### src/can_rf_pkg.sv
// Purpose: Shared constants and types for the CAN remote-frame timing block
// Assumes: APB register map, 32-bit data, one aligned word per register
// Notes:   Message object layout is id/control bits packed into 32 bits
//
// Behaviour
// RULE1 - Copying the hidden buffer to a matching receive buffer takes 17 clocks, once.
// RULE2 - Each matching remote-wait transmit buffer becomes once-remote, 3 clocks each.
// RULE3 - Scheduling one buffer for transmission takes 2 clocks, once per frame.
// RULE4 - CPU access to buffer memory stalls internal processing with wait cycles.
// RULE5 - Frame valid at 6th end-of-frame bit; transmit after third intermission bit.
// RULE6 - All remote-frame work must fit in the four-bit gap between frames.
// RULE7 - Bit is sync quantum plus two segments; quantum lasts prescaler clocks.
// RULE8 - Smallest timing: prescaler 2, segment one 2, segment two 1, 8 clocks.
// RULE9 - Prescaler is field plus two; segments are their fields plus one.
// RULE10 - Software keeps at least 15.25 clocks per bit when all buffers answer.
// RULE11 - Two acceptance masks, global and basic, filter incoming identifiers.
// RULE12 - Each mask covers 32 object bits: identifiers plus remote, SRTR, IDE.
// RULE13 - Received remote frame triggers sending the matching data frame, remote bit 0.
// RULE14 - Software sets remote-request mask bits to don't-care for automatic answers.
// RULE15 - Buffer awaiting a reply after a remote frame ignores the remote bits.
// RULE16 - Bus data leaves on one transmit pin and arrives on one receive pin.
// RULE17 - Sample between segments; resynchronisation moves a bit by at most jump width.
package can_rf_pkg;

  // ----------------------------------------------------------------
  // Register map
  // ----------------------------------------------------------------
  localparam logic [11:0] ADDR_CTRL = 12'h000;
  localparam logic [11:0] ADDR_TIMING = 12'h004;
  localparam logic [11:0] ADDR_GMASK = 12'h008;
  localparam logic [11:0] ADDR_BMASK = 12'h00C;
  localparam logic [11:0] ADDR_STATUS = 12'h010;
  localparam logic [5:0] REGION_BUF_ID = 6'h01;
  localparam logic [5:0] REGION_BUF_ST = 6'h02;
  localparam logic [31:0] TIMING_RST = 32'h0000_0100;
  localparam logic [31:0] MASK_RST = 32'hFFFF_FFFF;
  localparam int TIM_PRE_LSB = 0;
  localparam int TIM_SEG1_LSB = 8;
  localparam int TIM_SEG2_LSB = 12;
  localparam int TIM_JMP_LSB = 16;
  localparam int STS_ENG_LSB = 0;
  localparam int STS_RX_LSB = 4;
  localparam int STS_TXACT_BIT = 6;
  localparam int STS_TXSEL_BIT = 7;

  // ----------------------------------------------------------------
  // Timing figures
  // ----------------------------------------------------------------
  localparam logic [6:0] PRE_ADD = 7'h02;
  localparam logic [4:0] SEG_ADD = 5'h01;
  localparam logic [4:0] COPY_CYCLES = 5'h11;
  localparam logic [4:0] UPDATE_CYCLES = 5'h03;
  localparam logic [4:0] SCHED_CYCLES = 5'h02;
  localparam logic [5:0] OBJ_LAST_BIT = 6'h1F;
  localparam logic [5:0] VALID_EOF_BIT = 6'h06;
  localparam logic [5:0] IDLE_BITS = 6'h0B;
  localparam logic [5:0] START_GAP_BITS = 6'h04;

  // Object bit positions
  localparam int OBJ_XREM = 0;
  localparam int OBJ_IDE = 19;
  localparam int OBJ_SRTR = 20;

  // ----------------------------------------------------------------
  // Types
  // ----------------------------------------------------------------
  typedef enum logic [3:0] {
    BUF_OFF = 4'h0, RX_EMPTY = 4'h1, RX_FULL = 4'h2, RX_REPLY = 4'h3,
    TX_IDLE = 4'h8, TX_DATA = 4'h9, TX_REMOTE = 4'hA,
    TX_REMOTE_WAIT_STATUS = 4'hB, TX_ONCE_REMOTE_STATUS = 4'hC
  } buf_status_type;
  typedef enum logic [2:0] {
    E_IDLE = 3'b000, E_COPY = 3'b001, E_UPDATE = 3'b010, E_SCHED = 3'b011
  } eng_state_type;
  typedef enum logic [1:0] {
    R_IFS = 2'b00, R_IDLE = 2'b01, R_DATA = 2'b10, R_EOF = 2'b11
  } rx_state_type;
  typedef enum logic [1:0] {
    P_SYNC = 2'b00, P_SEG1 = 2'b01, P_SEG2 = 2'b10
  } phase_type;
  typedef struct packed {
    logic [1:0] resync_jump_width;
    logic [2:0] second_time_segment;
    logic [3:0] first_time_segment;
    logic [5:0] quantum_prescaler;
  } bit_timing_type;

endpackage

### src/can_remote_frame_timing.sv
// Purpose: CAN bit timing, frame receive/transmit and remote-frame answer engine
// Assumes: No bit stuffing, CRC or arbitration-loss handling on the simplified link
// Notes:   APB slave answers with zero wait states
//
// Chosen here: the register addresses and register access over APB.
`timescale 1ns/1ps
`default_nettype none
module can_remote_frame_timing import can_rf_pkg::*; #(
  parameter int NBUF = 15
) (
  input wire logic sys_clk,
  input wire logic rst_n,
  input wire logic psel,
  input wire logic penable,
  input wire logic pwrite,
  input wire logic [11:0] paddr,
  input wire logic [31:0] pwdata,
  output logic [31:0] prdata,
  output logic pready,
  output logic pslverr,
  input wire logic bus_receive_pin,
  output logic bus_transmit_pin
);

  // ----------------------------------------------------------------
  // State
  // ----------------------------------------------------------------
  typedef struct packed {
    logic enable;
    bit_timing_type tim;
    logic [31:0] global_accept_mask;
    logic [31:0] basic_accept_mask;
    logic [NBUF-1:0][31:0] buf_id;
    logic [NBUF-1:0][3:0] buf_st;
    logic [2:0] rx_sync;
    logic [6:0] pre_cnt;
    phase_type phase;
    logic [4:0] tq_cnt;
    logic [4:0] seg_len;
    rx_state_type rx_st;
    logic [5:0] bit_cnt;
    logic [31:0] hidden;
    logic tx_act;
    logic [32:0] tx_shift;
    logic tx_sel_vld;
    logic [3:0] tx_sel;
    logic tx_pin;
    eng_state_type eng;
    logic [4:0] eng_cnt;
    logic [15:0] upd_pend;
    logic [31:0] eng_obj;
    logic [3:0] rx_hit;
    logic rx_hit_vld;
    logic [31:0] rdata;
    logic err;
  } state_type;

  state_type st_ff;
  state_type nxt_st;

  logic [6:0] tq_len;
  logic [4:0] t1;
  logic [4:0] t2;
  logic [4:0] jump;
  logic tq_tick;
  logic seg_last;
  logic rx_bit;
  logic fall;
  logic acc;
  logic in_id;
  logic in_st;
  logic [3:0] bidx;
  logic bok;
  logic cpu_buf;

  // ----------------------------------------------------------------
  // Helpers
  // ----------------------------------------------------------------
  // Mask bit 1 means the object bit must equal the buffer bit
  function automatic logic accept(input logic [31:0] obj, input logic [31:0] id,
                                  input logic [31:0] mask);
    accept = ((obj ^ id) & mask) == 32'h0000_0000;
  endfunction

  // Lowest set bit as {found, index}
  function automatic logic [4:0] first_set(input logic [15:0] v);
    first_set = 5'h00;
    for (int i = 15; i >= 0; i--) begin
      if (v[i]) begin
        first_set = {1'b1, 4'(i)};
      end
    end
  endfunction

  // Effective timing from the fields [RULE9] [RULE8]
  assign tq_len = {1'b0, st_ff.tim.quantum_prescaler} + PRE_ADD;
  assign t1 = {1'b0, st_ff.tim.first_time_segment} + SEG_ADD;
  assign t2 = {2'b00, st_ff.tim.second_time_segment} + SEG_ADD;
  assign jump = {3'b000, st_ff.tim.resync_jump_width} + SEG_ADD;
  assign tq_tick = st_ff.pre_cnt == tq_len - 7'h01; // [RULE7]
  assign seg_last = tq_tick && (st_ff.tq_cnt == st_ff.seg_len - 5'h01);
  assign rx_bit = st_ff.rx_sync[1];
  assign fall = st_ff.rx_sync[2] & ~st_ff.rx_sync[1];

  // APB decode
  assign acc = psel & penable;
  assign in_id = paddr[11:6] == REGION_BUF_ID;
  assign in_st = paddr[11:6] == REGION_BUF_ST;
  assign bidx = paddr[5:2];
  assign bok = 32'(bidx) < NBUF;
  assign cpu_buf = acc & (in_id | in_st) & bok; // [RULE4]

  // ----------------------------------------------------------------
  // Next state
  // ----------------------------------------------------------------
  always_comb begin
    logic bstart;
    logic fv;
    logic remote;
    logic [15:0] rx_hits;
    logic [15:0] upd_hits;
    logic [15:0] cand;
    logic [4:0] f;
    logic [31:0] m;
    logic [31:0] txo;
    logic [31:0] rd;
    bstart = 1'b0;
    fv = 1'b0;
    remote = 1'b0;
    rx_hits = 16'h0000;
    upd_hits = 16'h0000;
    cand = 16'h0000;
    f = 5'h00;
    m = 32'h0000_0000;
    txo = 32'h0000_0000;
    rd = 32'h0000_0000;
    nxt_st = st_ff;

    // Two-stage pin synchroniser plus history stage
    nxt_st.rx_sync = {st_ff.rx_sync[1:0], bus_receive_pin}; // [RULE16]

    // Quantum prescaler and segment sequence [RULE7]
    nxt_st.pre_cnt = tq_tick ? 7'h00 : st_ff.pre_cnt + 7'h01;
    if (tq_tick) begin
      nxt_st.tq_cnt = st_ff.tq_cnt + 5'h01;
      if (seg_last) begin
        nxt_st.tq_cnt = 5'h00;
        case (st_ff.phase)
          P_SYNC: begin
            nxt_st.phase = P_SEG1;
            nxt_st.seg_len = t1;
          end
          P_SEG1: begin
            nxt_st.phase = P_SEG2;
            nxt_st.seg_len = t2;
          end
          default: begin
            nxt_st.phase = P_SYNC;
            nxt_st.seg_len = SEG_ADD;
            bstart = 1'b1;
          end
        endcase
      end
    end

    // Hard sync in idle, resync bounded by the jump width [RULE17]
    if (fall && st_ff.enable && !st_ff.tx_act) begin
      if (st_ff.rx_st == R_IDLE ||
          (st_ff.phase == P_SEG2 && (st_ff.seg_len - st_ff.tq_cnt) <= jump)) begin
        nxt_st.phase = P_SEG1;
        nxt_st.tq_cnt = 5'h00;
        nxt_st.pre_cnt = 7'h00;
        nxt_st.seg_len = t1;
        bstart = 1'b1;
      end else if (st_ff.phase == P_SEG1) begin
        nxt_st.seg_len = t1 + ((st_ff.tq_cnt + 5'h01 < jump) ? st_ff.tq_cnt + 5'h01 : jump);
      end else if (st_ff.phase == P_SEG2) begin
        nxt_st.seg_len = st_ff.seg_len - jump;
      end
    end

    // Receiver, stepped at the sample point [RULE17]
    if (!st_ff.enable) begin
      nxt_st.rx_st = R_IFS;
      nxt_st.bit_cnt = 6'h00;
    end else if (seg_last && st_ff.phase == P_SEG1) begin
      case (st_ff.rx_st)
        R_IFS: begin
          if (!rx_bit) begin
            nxt_st.bit_cnt = 6'h00;
          end else if (st_ff.bit_cnt == IDLE_BITS - 6'h01) begin
            nxt_st.rx_st = R_IDLE; // [RULE5]
          end else begin
            nxt_st.bit_cnt = st_ff.bit_cnt + 6'h01;
          end
        end
        R_IDLE: begin
          if (!rx_bit) begin
            nxt_st.rx_st = R_DATA;
            nxt_st.bit_cnt = 6'h00;
          end
        end
        R_DATA: begin
          nxt_st.hidden = {st_ff.hidden[30:0], rx_bit};
          nxt_st.bit_cnt = st_ff.bit_cnt + 6'h01;
          if (st_ff.bit_cnt == OBJ_LAST_BIT) begin
            nxt_st.rx_st = R_EOF;
            nxt_st.bit_cnt = 6'h00;
          end
        end
        default: begin
          if (!rx_bit) begin
            nxt_st.rx_st = R_IFS;
            nxt_st.bit_cnt = 6'h00;
            nxt_st.tx_act = 1'b0;
          end else if (st_ff.bit_cnt == VALID_EOF_BIT - 6'h01) begin
            fv = 1'b1; // [RULE5]
            nxt_st.rx_st = R_IFS;
            nxt_st.bit_cnt = IDLE_BITS - START_GAP_BITS; // [RULE5]
          end else begin
            nxt_st.bit_cnt = st_ff.bit_cnt + 6'h01;
          end
        end
      endcase
    end

    // Transmitter: completion on own valid frame, then start/shift
    if (fv && st_ff.tx_act) begin
      nxt_st.tx_act = 1'b0;
      nxt_st.tx_sel_vld = 1'b0;
      nxt_st.buf_st[st_ff.tx_sel] = (st_ff.buf_st[st_ff.tx_sel] == TX_REMOTE) ?
                                    RX_REPLY : TX_IDLE; // [RULE15]
    end
    if (!st_ff.enable) begin
      nxt_st.tx_act = 1'b0;
      nxt_st.tx_pin = 1'b1;
    end else if (bstart) begin
      if (st_ff.tx_act) begin
        nxt_st.tx_pin = st_ff.tx_shift[32];
        nxt_st.tx_shift = {st_ff.tx_shift[31:0], 1'b1};
      end else if (st_ff.rx_st == R_IDLE && st_ff.tx_sel_vld) begin
        txo = st_ff.buf_id[st_ff.tx_sel];
        if (st_ff.buf_st[st_ff.tx_sel] == TX_ONCE_REMOTE_STATUS) begin
          txo[OBJ_SRTR] = txo[OBJ_IDE]; // [RULE13]
          txo[OBJ_XREM] = 1'b0; // [RULE13]
        end else if (st_ff.buf_st[st_ff.tx_sel] == TX_REMOTE) begin
          txo[txo[OBJ_IDE] ? OBJ_XREM : OBJ_SRTR] = 1'b1;
        end
        nxt_st.tx_act = 1'b1;
        nxt_st.tx_pin = 1'b0;
        nxt_st.tx_shift = {txo, 1'b1};
      end else begin
        nxt_st.tx_pin = 1'b1;
      end
    end

    // Acceptance for the frame just validated [RULE11] [RULE12]
    remote = st_ff.hidden[OBJ_IDE] ? st_ff.hidden[OBJ_XREM] : st_ff.hidden[OBJ_SRTR];
    for (int i = 0; i < NBUF; i++) begin
      m = (i == NBUF - 1) ? st_ff.basic_accept_mask : st_ff.global_accept_mask;
      if (st_ff.buf_st[i] == RX_REPLY) begin
        m[OBJ_SRTR] = 1'b0; // [RULE15]
        m[OBJ_XREM] = 1'b0; // [RULE15]
      end
      if (accept(st_ff.hidden, st_ff.buf_id[i], m)) begin
        if (st_ff.buf_st[i] inside {RX_EMPTY, RX_FULL, RX_REPLY}) begin
          rx_hits[i] = 1'b1;
        end
        if (remote && st_ff.buf_st[i] == TX_REMOTE_WAIT_STATUS) begin
          upd_hits[i] = 1'b1; // [RULE13]
        end
      end
      if (st_ff.buf_st[i] inside {TX_DATA, TX_REMOTE, TX_ONCE_REMOTE_STATUS}) begin
        cand[i] = 1'b1;
      end
    end

    // Processing engine, stalled by CPU buffer access [RULE4] [RULE6]
    if (!cpu_buf && st_ff.eng != E_IDLE) begin
      nxt_st.eng_cnt = st_ff.eng_cnt + 5'h01;
    end
    case (st_ff.eng)
      E_IDLE: begin
        nxt_st.eng_cnt = 5'h00;
        f = first_set(rx_hits);
        if (fv && !st_ff.tx_act) begin
          nxt_st.eng_obj = st_ff.hidden;
          nxt_st.rx_hit = f[3:0];
          nxt_st.upd_pend = upd_hits;
          nxt_st.eng = f[4] ? E_COPY : ((upd_hits != 16'h0000) ? E_UPDATE : E_SCHED);
        end else if (!st_ff.tx_sel_vld && !st_ff.tx_act && cand != 16'h0000) begin
          nxt_st.eng = E_SCHED;
        end
      end
      E_COPY: begin
        if (!cpu_buf && st_ff.eng_cnt == COPY_CYCLES - 5'h01) begin
          nxt_st.buf_id[st_ff.rx_hit] = st_ff.eng_obj; // [RULE1]
          nxt_st.buf_st[st_ff.rx_hit] = RX_FULL;
          nxt_st.eng_cnt = 5'h00;
          nxt_st.eng = (st_ff.upd_pend != 16'h0000) ? E_UPDATE : E_SCHED;
        end
      end
      E_UPDATE: begin
        f = first_set(st_ff.upd_pend);
        if (!cpu_buf && st_ff.eng_cnt == UPDATE_CYCLES - 5'h01) begin
          nxt_st.buf_st[f[3:0]] = TX_ONCE_REMOTE_STATUS; // [RULE2]
          nxt_st.upd_pend[f[3:0]] = 1'b0;
          nxt_st.eng_cnt = 5'h00;
          if ((st_ff.upd_pend & (st_ff.upd_pend - 16'h0001)) == 16'h0000) begin
            nxt_st.eng = E_SCHED;
          end
        end
      end
      E_SCHED: begin
        f = first_set(cand);
        if (!cpu_buf && st_ff.eng_cnt == SCHED_CYCLES - 5'h01) begin
          if (!st_ff.tx_act) begin
            nxt_st.tx_sel = f[3:0]; // [RULE3]
            nxt_st.tx_sel_vld = f[4];
          end
          nxt_st.eng_cnt = 5'h00;
          nxt_st.eng = E_IDLE;
        end
      end
      default: begin
        nxt_st.eng = E_IDLE;
      end
    endcase

    // APB read data and error captured in the setup phase
    if (psel && !penable) begin
      nxt_st.err = 1'b0;
      if (in_id && bok) begin
        rd = st_ff.buf_id[bidx];
      end else if (in_st && bok) begin
        rd = {28'h0000000, st_ff.buf_st[bidx]};
      end else begin
        case (paddr)
          ADDR_CTRL: rd = {31'h00000000, st_ff.enable};
          ADDR_TIMING: begin
            rd[TIM_PRE_LSB +: 6] = st_ff.tim.quantum_prescaler;
            rd[TIM_SEG1_LSB +: 4] = st_ff.tim.first_time_segment;
            rd[TIM_SEG2_LSB +: 3] = st_ff.tim.second_time_segment;
            rd[TIM_JMP_LSB +: 2] = st_ff.tim.resync_jump_width;
          end
          ADDR_GMASK: rd = st_ff.global_accept_mask;
          ADDR_BMASK: rd = st_ff.basic_accept_mask;
          ADDR_STATUS: begin
            rd[STS_ENG_LSB +: 3] = st_ff.eng;
            rd[STS_RX_LSB +: 2] = st_ff.rx_st;
            rd[STS_TXACT_BIT] = st_ff.tx_act;
            rd[STS_TXSEL_BIT] = st_ff.tx_sel_vld;
          end
          default: nxt_st.err = 1'b1;
        endcase
      end
      nxt_st.rdata = rd;
    end

    // APB writes take effect in the access phase
    if (acc && pwrite && !st_ff.err) begin
      if (in_id && bok) begin
        nxt_st.buf_id[bidx] = pwdata;
      end else if (in_st && bok) begin
        nxt_st.buf_st[bidx] = pwdata[3:0];
      end else begin
        case (paddr)
          ADDR_CTRL: nxt_st.enable = pwdata[0];
          ADDR_TIMING: begin
            nxt_st.tim.quantum_prescaler = pwdata[TIM_PRE_LSB +: 6];
            nxt_st.tim.first_time_segment = pwdata[TIM_SEG1_LSB +: 4];
            nxt_st.tim.second_time_segment = pwdata[TIM_SEG2_LSB +: 3];
            nxt_st.tim.resync_jump_width = pwdata[TIM_JMP_LSB +: 2];
          end
          ADDR_GMASK: nxt_st.global_accept_mask = pwdata; // [RULE11]
          ADDR_BMASK: nxt_st.basic_accept_mask = pwdata; // [RULE11]
          default: ;
        endcase
      end
    end
  end

  // ----------------------------------------------------------------
  // Registers
  // ----------------------------------------------------------------
  // Whole state registered, constants on reset
  always_ff @(posedge sys_clk or negedge rst_n) begin
    if (!rst_n) begin
      st_ff <= '0;
      st_ff.tim <= {TIMING_RST[TIM_JMP_LSB +: 2], TIMING_RST[TIM_SEG2_LSB +: 3],
                    TIMING_RST[TIM_SEG1_LSB +: 4], TIMING_RST[TIM_PRE_LSB +: 6]};
      st_ff.global_accept_mask <= MASK_RST;
      st_ff.basic_accept_mask <= MASK_RST;
      st_ff.rx_sync <= 3'h7;
      st_ff.seg_len <= SEG_ADD;
      st_ff.tx_pin <= 1'b1;
      st_ff.phase <= P_SYNC;
      st_ff.rx_st <= R_IFS;
      st_ff.eng <= E_IDLE;
    end else begin
      st_ff <= nxt_st;
    end
  end

  // Outputs
  assign prdata = st_ff.rdata;
  assign pslverr = st_ff.err;
  assign pready = 1'b1;
  assign bus_transmit_pin = st_ff.tx_pin; // [RULE16]

endmodule
`default_nettype wire

### config.mk
export PLATFORM = sky130hd
export DESIGN_NAME = can_remote_frame_timing
export DESIGN_NICKNAME = d
export VERILOG_FILES = /design/src/can_rf_pkg.sv /design/src/can_remote_frame_timing.sv
export SDC_FILE = /design/constraint.sdc
export NUM_CORES = 2
export LEC_CHECK = 0
export BUFFER_PORTS_ARGS = -buffer_cell sky130_fd_sc_hd__buf_2
export CELL_PAD_IN_SITES_DETAIL_PLACEMENT = 2
export CELL_PAD_IN_SITES_GLOBAL_PLACEMENT = 2
export CORE_MARGIN = 2
export CORE_UTILIZATION = 40
export DETAILED_ROUTE_END_ITERATION = 7
export PLACE_DENSITY = 0.79
export SYNTH_ARGS = -nofsm -noshare
export SYNTH_HDL_FRONTEND = slang
export SYNTH_SLANG_ARGS = --single-unit
### constraint.sdc
create_clock -name sys_clk -period 4.4 [get_ports sys_clk]
set_input_delay 0.44 -clock sys_clk [delete_from_list [all_inputs] [get_ports sys_clk]]
set_output_delay 0.44 -clock sys_clk [all_outputs]
set_load 0.02 [all_outputs]
==> reports/summary.md <==
The clock passes through at most 3 buffers. For hold timing, the worst endpoint is st_ff[662]$_DFF_PN0_. Largest delay contributor family on the critical path: simple AND/OR/NAND/NOR gates. The tools report the number of hold-slack violations in the final timing report as 0. The logs give 62900 um2 for the final non-filler cell area and 8 for the number of search-and-repair iterations in the first detailed-routing pass. The first-pass GRT wire length came out at 455000 um. The cell depth of the worst min-delay path is 3. The worst register-to-register path begins at st_ff[140]$_DFFE_PN0P_. On the final layout, the worst clock skew is 36.3 ps. The logs give 16 for the post-detailed-route DRC marker count and 44.2% for the total routing resource utilization after global routing.

The run gives 13.5 mW as the internal power. Of the cells placed in the final design, the portion with a size suffix greater than 1 is 18.0%. The flow ran to the end, but the final reports show violations. After detailed routing, the number of vias per cell comes to 7.16. The highest fanout seen on the critical path was 14.

The biggest area contributor in the post-synthesis netlist is dfrtp_1. Row generation in the floorplan step produced 138 rows. At the later pin of the worst-skew pair, clock insertion delay measures 770 ps.

The tools report the highest clock frequency the design can meet as 241 MHz. The tools report the type of element capturing the critical path as a flip-flop. The library cells used most frequently in the layout, excluding fill and tap cells, are 739 x dfrtp_1, 697 x nand2_1, 642 x o21ai_0, 556 x mux2i_1, 514 x xor2_1. Hold timing on the final database bottoms out at a slack of 116 ps. Per report_power, the sequential group accounts for 39.5% of the total. The non-filler instance count after layout was 7570. The run gives 0 as the post-CTS setup-driven buffer insertion count. Setup repair after global routing left no endpoint under its margin. Headroom to the max-slew limit came out at 7.70%. The tightest min-delay check is of the input pin to flip-flop type. Slack of the worst reg-to-reg path: 250 ps.

Combinational cells account for 16.3% of the total power. The library cell used as clock root buffer is clkbuf_16. The portion of the clock cycle consumed by the worst path in the final layout was 94.4%; the residual overflow from global routing was 0. The total core area is 141000 um2, and the mean instance size in the synthesized netlist is 9.84 um2.

The share of total power dissipated in the clock network is 44.2%. The most numerous cell type found on the critical path is buf_4. Post-layout net count: 5665. In this design, the stage delay of the slowest critical-path cell is 830 ps. When the netlist entered floorplanning its net count stood at 5846. Measured along the y axis, the die boundary spans 380 um.

In this run, synthesis produced a sequential element count of 814. Counting distinct cell types in the post-synthesis netlist gives 91. Measured along the x axis, the die boundary spans 380 um. The via count is 54200.

The layer with the highest usage is met2. The congestion estimate from routability-driven global placement came to 1.11. The post-synthesis async set-or-reset flop share came out at 100%. Number of antenna violations at the first check in global routing: 36. The library cell used most frequently in the layout, excluding fill and tap cells, is dfrtp_1. Counting every sink on the clock net gives 814.

Prior to clock tree synthesis, the placed netlist has a worst setup slack of 476 ps. The checks that failed: design-rule violations. The run gives 63.6% as the global routing usage on met2. Setup violations remaining at the end of the flow were counted as 0. At the pin with the least slew margin, the transition time is 1380 ps. Setup slack on the critical path of the routed design comes to 248 ps. The signal on the critical path passes through buf_4 -> xor2_1 -> a22oi_1 -> and4_1 -> and4b_1 -> nor4bb_1 -> buf_4 -> nand4_1 -> o31ai_1 -> buf_4 -> a21oi_1.

The tool flagged a number of max-cap violations equal to 0. The required time of the worst setup path is 5050 ps, and the power density relative to cell area is 315 nW/um2. By area the synthesized netlist is led by dfrtp_1 33%, mux4_2 11%, mux2i_1 9.8%, xor2_1 7.9%, o21ai_0 5.7%.

The smallest clock period supported by the final layout is computed as 4150 ps. The switching portion of total power was 31.9%. For the detailed router's first-iteration violation count, the log shows 7373. Overall power consumption after layout is estimated at 19.8 mW. The number of buffers and inverters on the critical path is 3. Summed over all nets, the switching power comes to 6.30 mW. Leakage dissipation: 28.8 nW. In this run the count of I/O pins placed on the die edge is 85. Global routing consumed, on the met3 layer, 14.8% of the routing resources. Number of enable-type register cells in the synthesized netlist: 0. Global routing used 53.6% of the available met1 tracks. Number of cells in the design after placement: 7363. In this run the critical register-to-register path is captured at st_ff[91]$_DFFE_PN0P_. Measured in cells, the most critical reg-to-reg path has a length of 11. The worst hold path begins at pwdata[22].

The initial utilization of the core area, before any placement, comes to 40.1%. TritonCTS built the clock tree. The synthesized netlist occupies a cell area of 56600 um2. The die covers 145000 um2. Clock-pin slew on the worst setup and hold paths: 60 ps.

Among all stages on the critical path, the largest delay is contributed by dfrtp_1. The max-slew violation count was 0. Dividing the detail-routed wire length by the instance count gives 42.7 um. For the sequential area share after synthesis, the log shows 36.1%. The largest net degree at the start of global routing was 102. The data arrival time of the worst path is 4800 ps, and the level count of the clock H-tree is 3. The flip-flop cell with the highest count after synthesis is dfrtp_1. Number of port buffers: 83.

Element type at the critical path start: a flip-flop. The detailed placer's ending HPWL is 222000 um. Buffers inserted during clock tree synthesis total 100. The number of nets with antenna violations after routing is 0, and the worst vdd rail ir drop is 300 uV. Summed over all layers, the routed wires come to 323000 um.

In the final timing run, aggregate negative setup slack is 0 ps. The yosys synthesis warning count is 0, and the gate count after technology mapping is 5758. The critical path is of the flip-flop to flip-flop type. The placed instances occupy a cell area of 59500 um2. The run gives 44.6% as the post-route core utilization. The signed area change from the synthesized netlist to the final layout is 11.1%, and the via count of the first global-routing pass is 55800. The share of synthesized area in the top cell type comes to 32.9%.
## power groups by stage
stage               sequential (mW)  combinational [mW]  clock (mW)
floorplan                      7.81                1.77           0
global placement               7.92                3.07           0
detailed placement             7.93                3.13           0
CTS                            7.80                3.15        8.76
global route                   7.81                3.41        9.06
finish                         7.81                3.23        8.75
## how the worst max path moves through the flow
stage                      startpoint                      to  slack, ps  cells past startpoint
2_1_floorplan  st_ff[813]$_DFFE_PN0P_    st_ff[178]$_DFF_PN0_       1090                     15
6_report       st_ff[140]$_DFFE_PN0P_   st_ff[91]$_DFFE_PN0P_        250                     11
5_1_grt        st_ff[140]$_DFFE_PN0P_   st_ff[91]$_DFFE_PN0P_        150                     11
4_1_cts          st_ff[174]$_DFF_PN1_  st_ff[158]$_DFFE_PN0P_        420                     13
3_5_place_dp     st_ff[174]$_DFF_PN1_  st_ff[135]$_DFFE_PN0P_        480                     13
3_3_place_gp     st_ff[174]$_DFF_PN1_  st_ff[134]$_DFFE_PN0P_        570                     13
## timing repair
action | CTS | global route
gates resized for setup | 0 | 0
hold buffers | 2 | 0
hold endpoints to repair | 51 | 0
## cell type report
type,count,area [um2]
Antenna cell,20,50.0
Clock buffer,143,2850
Clock inverter,42,450
Fill cell,14700,78200
Inverter,55,206
Multi-Input combinational cell,4285,33600
Sequential cell,814,20500
Tap cell,1890,2360
Timing Repair Buffer,321,2910
## cells in the mapped netlist (32+ instances only)
| cell | n |
|---|---|
| nor2_1 | 263 |
| o211ai_1 | 37 |
| a21oi_1 | 174 |
| dfstp_2 | 70 |
| buf_1 | 48 |
| nand3_1 | 69 |
| o21ai_0 | 642 |
| mux2_2 | 115 |
| inv_1 | 55 |
| dfrtp_1 | 744 |
| a222oi_1 | 32 |
| xor2_1 | 514 |
| buf_2 | 142 |
| nand4_1 | 74 |
| clkbuf_1 | 347 |
| nand2_1 | 704 |
| ha_1 | 35 |
| a22oi_1 | 283 |
| mux4_2 | 280 |
| mux2i_1 | 556 |
| buf_4 | 47 |
## tightest hold or removal path: stages
cell and delay [ps]:
buf_2 220, nand2_1 100, o21ai_0 70
## layer usage
layer | part of all wire (%) | vias to the layer above | wire, um
met4 | 10 | 14 | 32300
met2 | 42 | 3971 | 136000
li1 | - | 20600 | -
met1 | 36 | 28300 | 117000
met5 | 0.031 | - | 99
met3 | 11 | 1318 | 37100
## sequential cells by signal, indices dropped and copies added, names as in the netlist
| name | cells |
|---|---|
| pslverr | 1 |
| nxt_st | 2 |
| bus_transmit_pin | 1 |
| st_ff | 778 |
| prdata | 32 |
## logic make-up (layout without fill, tap and decap cells)
kind of cell               Yosys count  in the layout  synth area share, %
AOI/OAI and AO/OA                 1398           1398                 15.2
and+or+nand+nor                   1332           1332                 10.6
muxes                              981            981                 23.8
DFF                                814            814                 36.1
buffers and inverters              659            561                 5.07
xor gates and xnor gates           533            533                 8.24
adders and majority gates           39             39                0.897
other                                2             22               0.0133
Power figures use the tool's default switching activity.
